`src/verilog/gpio_led_params.svh`:
```
// constants for the pin configuration block: offsets, field positions, reset values, timing
// assumes inclusion by bare name from the package and the modules
// What this block does
// - led_select bit one makes pin an LED output; bits 28..30 for pins 0..2
// - pin_irq_polarity picks which pin level sets the interrupt status bit
// - pin interrupt reaches host only when its pin_irq_enable bit is set
// - pin-function field decodes six codes onto serial memory data and clock pins
// - driver-type bit one gives push-pull, zero gives open-drain
// - direction bit one makes pin an output, zero an input
// - extra-output data bits 3 and 4 drive extra outputs 3 and 4
// - data bits drive output pins; reads return present pin levels
`ifndef GPIO_LED_PARAMS_SVH
`define GPIO_LED_PARAMS_SVH
`define CFG_OFFSET 8'h88
`define IRQ_STATUS_OFFSET 8'h8c
`define IRQ_MASK_OFFSET 8'h90
`define LED_SEL_LSB 28
`define IRQ_POL_LSB 24
`define FUNC_LSB 20
`define DRV_LSB 16
`define DIR_LSB 8
`define XOUT_LSB 3
`define DATA_LSB 0
`define CFG_WRITE_MASK 32'h7777071f
`define CFG_RESET 32'h00000000
`define MIN_ACTIVE_NS 40
`define CLK_PERIOD_NS 100
`define MIN_ACTIVE_CYC (((`MIN_ACTIVE_NS + `CLK_PERIOD_NS - 1) / `CLK_PERIOD_NS) < 1 ? 1 : \
  ((`MIN_ACTIVE_NS + `CLK_PERIOD_NS - 1) / `CLK_PERIOD_NS))
`endif

```
`src/verilog/gpio_led_pkg.sv`:
```
// types shared by the pin configuration block
// assumes the params header is on the include path
`include "gpio_led_params.svh"
package gpio_led_pkg;
  typedef enum logic [2:0] {
    fn_serial_mem = 3'h0,
    fn_xout_both = 3'h1,
    fn_res_a = 3'h2,
    fn_xout3_rxdv = 3'h3,
    fn_res_b = 3'h4,
    fn_txen_xout4 = 3'h5,
    fn_txen_rxdv = 3'h6,
    fn_clocks = 3'h7
  } pin_func_e;
  typedef logic [2:0] pin3_t;
endpackage

```
`src/verilog/pin_mux_if.sv`:
```
// carries the pin-function selection and the extra-output values to the mux
// assumes one producer (top) and one consumer (mux)
`timescale 1ns/1ns
`default_nettype none
interface pin_mux_if;
  logic [2:0] func;
  logic [1:0] xout;
  modport ctrl (output func, output xout);
  modport mux (input func, input xout);
endinterface
`default_nettype wire

```
`src/verilog/serial_pin_mux.sv`:
```
// function selector for the serial memory data and clock pins
// assumes all sources are synchronous to pclk; outputs are registered
`timescale 1ns/1ns
`default_nettype none
module serial_pin_mux
  import gpio_led_pkg::*;
(
  // clock and reset
  input wire logic pclk,
  input wire logic presetn,
  // selection
  pin_mux_if.mux sel,
  // sources
  input wire logic mem_data_out,
  input wire logic mem_clock_out,
  input wire logic tx_en,
  input wire logic rx_dv,
  input wire logic tx_clk,
  input wire logic rx_clk,
  // pins
  output logic serial_mem_data_pin,
  output logic serial_mem_clock_pin
);
  typedef struct packed {
    logic data;
    logic clock;
  } mux_s;
  mux_s st_r;
  mux_s st_nxt;
  always_comb
  begin
    st_nxt = st_r;
    case (pin_func_e'(sel.func))
      fn_serial_mem:
      begin
        st_nxt.data = mem_data_out;
        st_nxt.clock = mem_clock_out;
      end
      fn_xout_both:
      begin
        st_nxt.data = sel.xout[0];
        st_nxt.clock = sel.xout[1];
      end
      fn_xout3_rxdv:
      begin
        st_nxt.data = sel.xout[0];
        st_nxt.clock = rx_dv;
      end
      fn_txen_xout4:
      begin
        st_nxt.data = tx_en;
        st_nxt.clock = sel.xout[1];
      end
      fn_txen_rxdv:
      begin
        st_nxt.data = tx_en;
        st_nxt.clock = rx_dv;
      end
      fn_clocks:
      begin
        st_nxt.data = tx_clk;
        st_nxt.clock = rx_clk;
      end
      // reserved codes park both pins low rather than guess a function
      default:
      begin
        st_nxt.data = 1'b0;
        st_nxt.clock = 1'b0;
      end
    endcase
  end
  always_ff @(posedge pclk or negedge presetn)
  begin
    if (!presetn)
      st_r <= '0;
    else
      st_r <= st_nxt;
  end
  assign serial_mem_data_pin = st_r.data;
  assign serial_mem_clock_pin = st_r.clock;
endmodule
`default_nettype wire

```
`src/verilog/gpio_led_pin_config.sv`:
```
// pin configuration register, pin drivers, level interrupts and the serial pin selector
// assumes APB master, pins synchronous to pclk, led sources supplied by the MAC
//
// Our own choice: the APB slave port.
`timescale 1ns/1ns
`default_nettype none
`include "gpio_led_params.svh"
module gpio_led_pin_config
  import gpio_led_pkg::*;
#(
  parameter int unsigned NPINS = 3
)
(
  // clock and reset
  input wire logic pclk,
  input wire logic presetn,
  // apb slave
  input wire logic psel,
  input wire logic penable,
  input wire logic pwrite,
  input wire logic [7:0] paddr,
  input wire logic [31:0] pwdata,
  output logic [31:0] prdata,
  output logic pready,
  output logic pslverr,
  // general pins and led sources
  input wire logic [NPINS-1:0] pin_in,
  output logic [NPINS-1:0] pin_out,
  output logic [NPINS-1:0] pin_oe_n,
  input wire logic [NPINS-1:0] led_source,
  // serial memory pins and monitor sources
  input wire logic mem_data_out,
  input wire logic mem_clock_out,
  input wire logic tx_en,
  input wire logic rx_dv,
  input wire logic tx_clk,
  input wire logic rx_clk,
  output logic serial_mem_data_pin,
  output logic serial_mem_clock_pin,
  // interrupt
  output logic irq
);
  typedef struct packed {
    logic [31:0] cfg;
    logic [NPINS-1:0] status;
    logic [NPINS-1:0] mask;
    logic [31:0] rdata;
    logic ready;
    logic err;
    logic [NPINS-1:0] pout;
    logic [NPINS-1:0] poe_n;
    logic irq;
    logic [NPINS-1:0] hit1;
  } top_s;
  top_s st_r;
  top_s st_nxt;
  logic [NPINS-1:0] active;
  logic access;
  logic wr;
  logic known;
  pin_mux_if mux_bus ();
  assign access = psel && penable && !st_r.ready;
  // writes land on the completion edge, where the master samples pready high
  assign wr = psel && penable && st_r.ready && pwrite;
  assign known = (paddr == `CFG_OFFSET) || (paddr == `IRQ_STATUS_OFFSET) || (paddr == `IRQ_MASK_OFFSET);
  // level active per pin as selected by its polarity bit
  genvar g;
  generate
    for (g = 0; g < NPINS; g++)
    begin : g_pin
      assign active[g] = (pin_in[g] == st_r.cfg[`IRQ_POL_LSB + g]) &&
        !st_r.cfg[`DIR_LSB + g] && !st_r.cfg[`LED_SEL_LSB + g];
    end
  endgenerate
  always_comb
  begin
    st_nxt = st_r;
    st_nxt.ready = access;
    st_nxt.err = access && !known;
    // one sample at 100 ns already exceeds the 40 ns minimum; two consecutive samples filter glitches
    st_nxt.hit1 = active;
    if (wr && paddr == `CFG_OFFSET)
      st_nxt.cfg = pwdata & `CFG_WRITE_MASK;
    if (wr && paddr == `IRQ_MASK_OFFSET)
      st_nxt.mask = pwdata[NPINS-1:0];
    if (wr && paddr == `IRQ_STATUS_OFFSET)
      st_nxt.status = st_r.status & ~pwdata[NPINS-1:0];
    // set wins over a write-one clear in the same cycle
    st_nxt.status = st_nxt.status | (active & st_r.hit1);
    st_nxt.irq = |(st_nxt.status & st_nxt.mask);
    st_nxt.rdata = '0;
    if (access && !pwrite)
    begin
      case (paddr)
        `CFG_OFFSET:
        begin
          st_nxt.rdata = st_r.cfg & `CFG_WRITE_MASK;
          st_nxt.rdata[`DATA_LSB +: NPINS] = pin_in;
        end
        `IRQ_STATUS_OFFSET:
          st_nxt.rdata[NPINS-1:0] = st_r.status;
        `IRQ_MASK_OFFSET:
          st_nxt.rdata[NPINS-1:0] = st_r.mask;
        default:
          st_nxt.rdata = '0;
      endcase
    end
    for (int i = 0; i < NPINS; i++)
    begin
      if (st_r.cfg[`LED_SEL_LSB + i])
      begin
        // led output: push-pull, active level from the MAC
        st_nxt.pout[i] = led_source[i];
        st_nxt.poe_n[i] = 1'b0;
      end
      else if (st_r.cfg[`DIR_LSB + i])
      begin
        st_nxt.pout[i] = st_r.cfg[`DATA_LSB + i];
        // open drain only pulls low and releases for a one
        st_nxt.poe_n[i] = !st_r.cfg[`DRV_LSB + i] && st_r.cfg[`DATA_LSB + i];
      end
      else
      begin
        st_nxt.pout[i] = 1'b0;
        st_nxt.poe_n[i] = 1'b1;
      end
    end
  end
  always_ff @(posedge pclk or negedge presetn)
  begin
    if (!presetn)
    begin
      st_r <= '0;
      st_r.cfg <= `CFG_RESET;
      st_r.poe_n <= '1;
    end
    else
      st_r <= st_nxt;
  end
  // the function field is applied as soon as written; changing it mid serial cycle corrupts the cycle
  assign mux_bus.func = st_r.cfg[`FUNC_LSB +: 3];
  assign mux_bus.xout = st_r.cfg[`XOUT_LSB +: 2];
  serial_pin_mux u_mux (
    .pclk(pclk),
    .presetn(presetn),
    .sel(mux_bus),
    .mem_data_out(mem_data_out),
    .mem_clock_out(mem_clock_out),
    .tx_en(tx_en),
    .rx_dv(rx_dv),
    .tx_clk(tx_clk),
    .rx_clk(rx_clk),
    .serial_mem_data_pin(serial_mem_data_pin),
    .serial_mem_clock_pin(serial_mem_clock_pin)
  );
  assign prdata = st_r.rdata;
  assign pready = st_r.ready;
  assign pslverr = st_r.err;
  assign pin_out = st_r.pout;
  assign pin_oe_n = st_r.poe_n;
  assign irq = st_r.irq;
endmodule
`default_nettype wire

```
`config.mk`:
```
export PLATFORM = sky130hd
export DESIGN_NAME = gpio_led_pin_config
export DESIGN_NICKNAME = d
export VERILOG_FILES = /design/src/verilog/gpio_led_pkg.sv /design/src/verilog/pin_mux_if.sv /design/src/verilog/serial_pin_mux.sv /design/src/verilog/gpio_led_pin_config.sv
export VERILOG_INCLUDE_DIRS = /design/src /design/src/verilog
export SDC_FILE = /design/constraint.sdc
export NUM_CORES = 1
export LEC_CHECK = 0
export BUFFER_PORTS_ARGS = -buffer_cell sky130_fd_sc_hd__buf_2
export CORE_MARGIN = 4
export CORE_UTILIZATION = 50
export CTS_CLUSTER_DIAMETER = 150
export DETAILED_ROUTE_END_ITERATION = 12
export PLACE_DENSITY = 0.88
export SYNTH_ARGS = -nofsm -noshare
export SYNTH_HDL_FRONTEND = slang
export SYNTH_HIERARCHICAL = 1
export SYNTH_SLANG_ARGS = --single-unit
```
`constraint.sdc`:
```
create_clock -name pclk -period 1.7 [get_ports pclk]
set_input_delay 0.34 -clock pclk [delete_from_list [all_inputs] [get_ports pclk]]
set_output_delay 0.34 -clock pclk [all_outputs]
set_load 0.05 [all_outputs]
```
==> qor.yml <==
io_buffers: 75
max_freq_ghz: 0.673
gp_congestion: 0.798
die_x_um: 83.5
synth-edff-count: 0
setup_violations: 0
required_ns: 1.90
placementRows: 27
most-common-layout-cells: "buf_2 (75), dfrtp_1 (56), and2_1 (20), mux2_4 (20), conb_1 (12)"
cts.clk_slew.worst_paths_ns: 0.07
grt_max_degree: 61
worstSkewPairLatency_ns: 0.33
fin_area_sq_um: 3270
drt_wl_total_um: 5250
io_pins: 100
ir_worst_vdd_mv: 0.388
synth.cell_area_sq_um: 2850
first_pass_iters: 4
synthArstFlopShare: 1.00
skew_ns: 0.0114
cts_resized: 0
final_max_slew_viol_count: 0
cts-root-buf: "clkbuf_8"
fp.dieH_um: 83.5
pre_cts_slack_ns: 0.0822
coreArea_sq_um: 5510
rsz0062_at_grt: "no"
powerDensity_nw_per_um2: 845
status: "finished, final reports clean"
finalNetCount: 342
arrival_ns: 1.69
cts_buffers: 9
antenna_left: 0
hpwl_um: 3770
timing.final.crit_period_ns: 1.49
grt_pass1_wl_um: 8570
crit_type: "flip-flop to flip-flop"
fill_cells: 468
start_util: 0.517
n_antenna_cell: 0
cp-start-kind: "flip-flop"
synth.distinct_cells: 45
total_power_mw: 2.76
cp-end-kind: "flip-flop"
viasPerCell: 4.73
yosys_warnings: 6
setup_tns_ns: 0
htreeDepth: 3
grt_usage: 0.157
syn_inst: 225
worstPathMaxFanout: 20
period_share: 0.874
cts.sinks: 60
hold_violations: 0
hold_class: "primary input to asynchronous set/reset pin"
max-cap-violations: 0
fin_ws_ns: 0.214
antenna_found_initial: 0
cts_hold_buf: 0
remaining_drc_errors: 0
ys_ff_latch: 60
drive_gt1_frac: 0.455
grt_pass1_vias: 1777
die_area_sq_um: 6970
p_leak_nw: 1.78
grt_overflow: 0
vias: 1714
final_common_cell: "buf_2"
wl_per_cell_um: 14.5
drt-initial-drc-count: 82
cts_tree: "done"
avgSynthCellArea_sq_um: 12.7
ys_seq_area_frac: 0.528
max-clock-path-buffers: 2
place_area_sq_um: 3100
ys.flop_type: "dfrtp_1"
area_delta_synth_final_pct: 14.8
post-cts-setup-buffer-count: 0
-- synth_stat cells, types with 2 or more instances --
master | count | area share
inv_1 | 7 | 0.0092
mux2_1 | 2 | 0.0079
mux2i_1 | 4 | 0.014
nand2b_1 | 3 | 0.0066
dfstp_2 | 3 | 0.028
nand4_1 | 4 | 0.0088
nand2_1 | 7 | 0.0092
nor3_1 | 3 | 0.0053
a221oi_1 | 2 | 0.0061
dfrtp_1 | 57 | 0.50
and2_1 | 20 | 0.044
nor4_2 | 2 | 0.0088
buf_4 | 38 | 0.10
a22oi_1 | 5 | 0.013
nor2_1 | 5 | 0.0066
buf_2 | 2 | 0.0035
mux2_4 | 20 | 0.11
xor2_1 | 3 | 0.0092
buf_6 | 3 | 0.012
or2_1 | 2 | 0.0044
mux2_2 | 3 | 0.012
a21oi_1 | 5 | 0.0088
o21ai_0 | 3 | 0.0053
-- layer usage --
metal / up-vias / global-route usage / wire (um)
met5: - / 0 / 0
met4: 0 / 0.0643 / 90
met3: 9 / 0.0474 / 299
met2: 59 / 0.262 / 2600
met1: 808 / 0.191 / 2260
li1: 838 / - / -
-- per-stage QoR --
step / std cells / util / hold WS [ns]
5_1_grt: 362 / 0.594 / 0.0308
6_report: 362 / 0.594 / 0.0148
3_5_place_dp: 346 / 0.564 / 0.378
4_1_cts: 362 / 0.594 / 0.0185
3_3_place_gp: 346 / 0.564 / 0.362
2_1_floorplan: 236 / - / 0.0444
-- state kept, by name, summed over array words and instances, names as in the netlist --
signal,count
u_mux/serial_mem_clock_pin,1
mux_bus.xout,2
pin_out,3
pin_oe_n,3
pready,1
prdata,20
u_mux/serial_mem_data_pin,1
st_r,24
irq,1
mux_bus.func,3
pslverr,1
-- logic make-up after synthesis --
| logic type | share of synthesized area |
|---|---|
| xor gates and xnor gates | 0.00922 |
| buffers and inverters | 0.130 |
| DFF | 0.528 |
| and+or+nand+nor | 0.144 |
| other | 0.00132 |
| AOI/OAI and AO/OA | 0.0479 |
| muxes | 0.139 |
-- final timing paths --
path | slack [ns] | startpoint | end | cells past startpoint
min reg2reg | 0.50 | st_r[79]$_DFFE_PN0P_ | pin_oe_n[1]$_DFF_PN1_ | 1
max reg2reg | 0.21 | pready$_DFF_PN0_ | st_r[79]$_DFFE_PN0P_ | 5
min | 0.01 | presetn | mux_bus.func[2]$_DFFE_PN0P_ | 2
min in group pclk | 0.23 | led_source[2] | pin_out[2]$_DFF_PN0_ | 3
max | 0.21 | pready$_DFF_PN0_ | st_r[79]$_DFFE_PN0P_ | 5
max in group asynchronous | 1.38 | presetn | pin_oe_n[0]$_DFF_PN1_ | 2
-- cell type report --
class	count	area [sq um]	area share
flip-flops and latches	60	1510	0.460
repair buffers	82	465	0.142
clock buffers	11	141	0.0432
inverters	7	26.3	0.00803
multi-input cells	125	1010	0.310
clock inverters	5	27.5	0.00841
well taps	72	90.1	0.0275
-- critical path, cell delays in order (launching register included) --
cell	delay, ns
dfrtp_2	0.40
and4_1	0.16
and2b_1	0.17
nand4_2	0.11
buf_12	0.20
mux2_4	0.32
-- power by group --
part | internal [mW] | switching, mW | leakage [nW]
Clock | 0.558 | 0.524 | 0.0889
Combinational | 0.0742 | 0.162 | 0.899
Sequential | 1.44 | 0.00543 | 0.787
No activity file was read; power rests on OpenSTA's default activity.
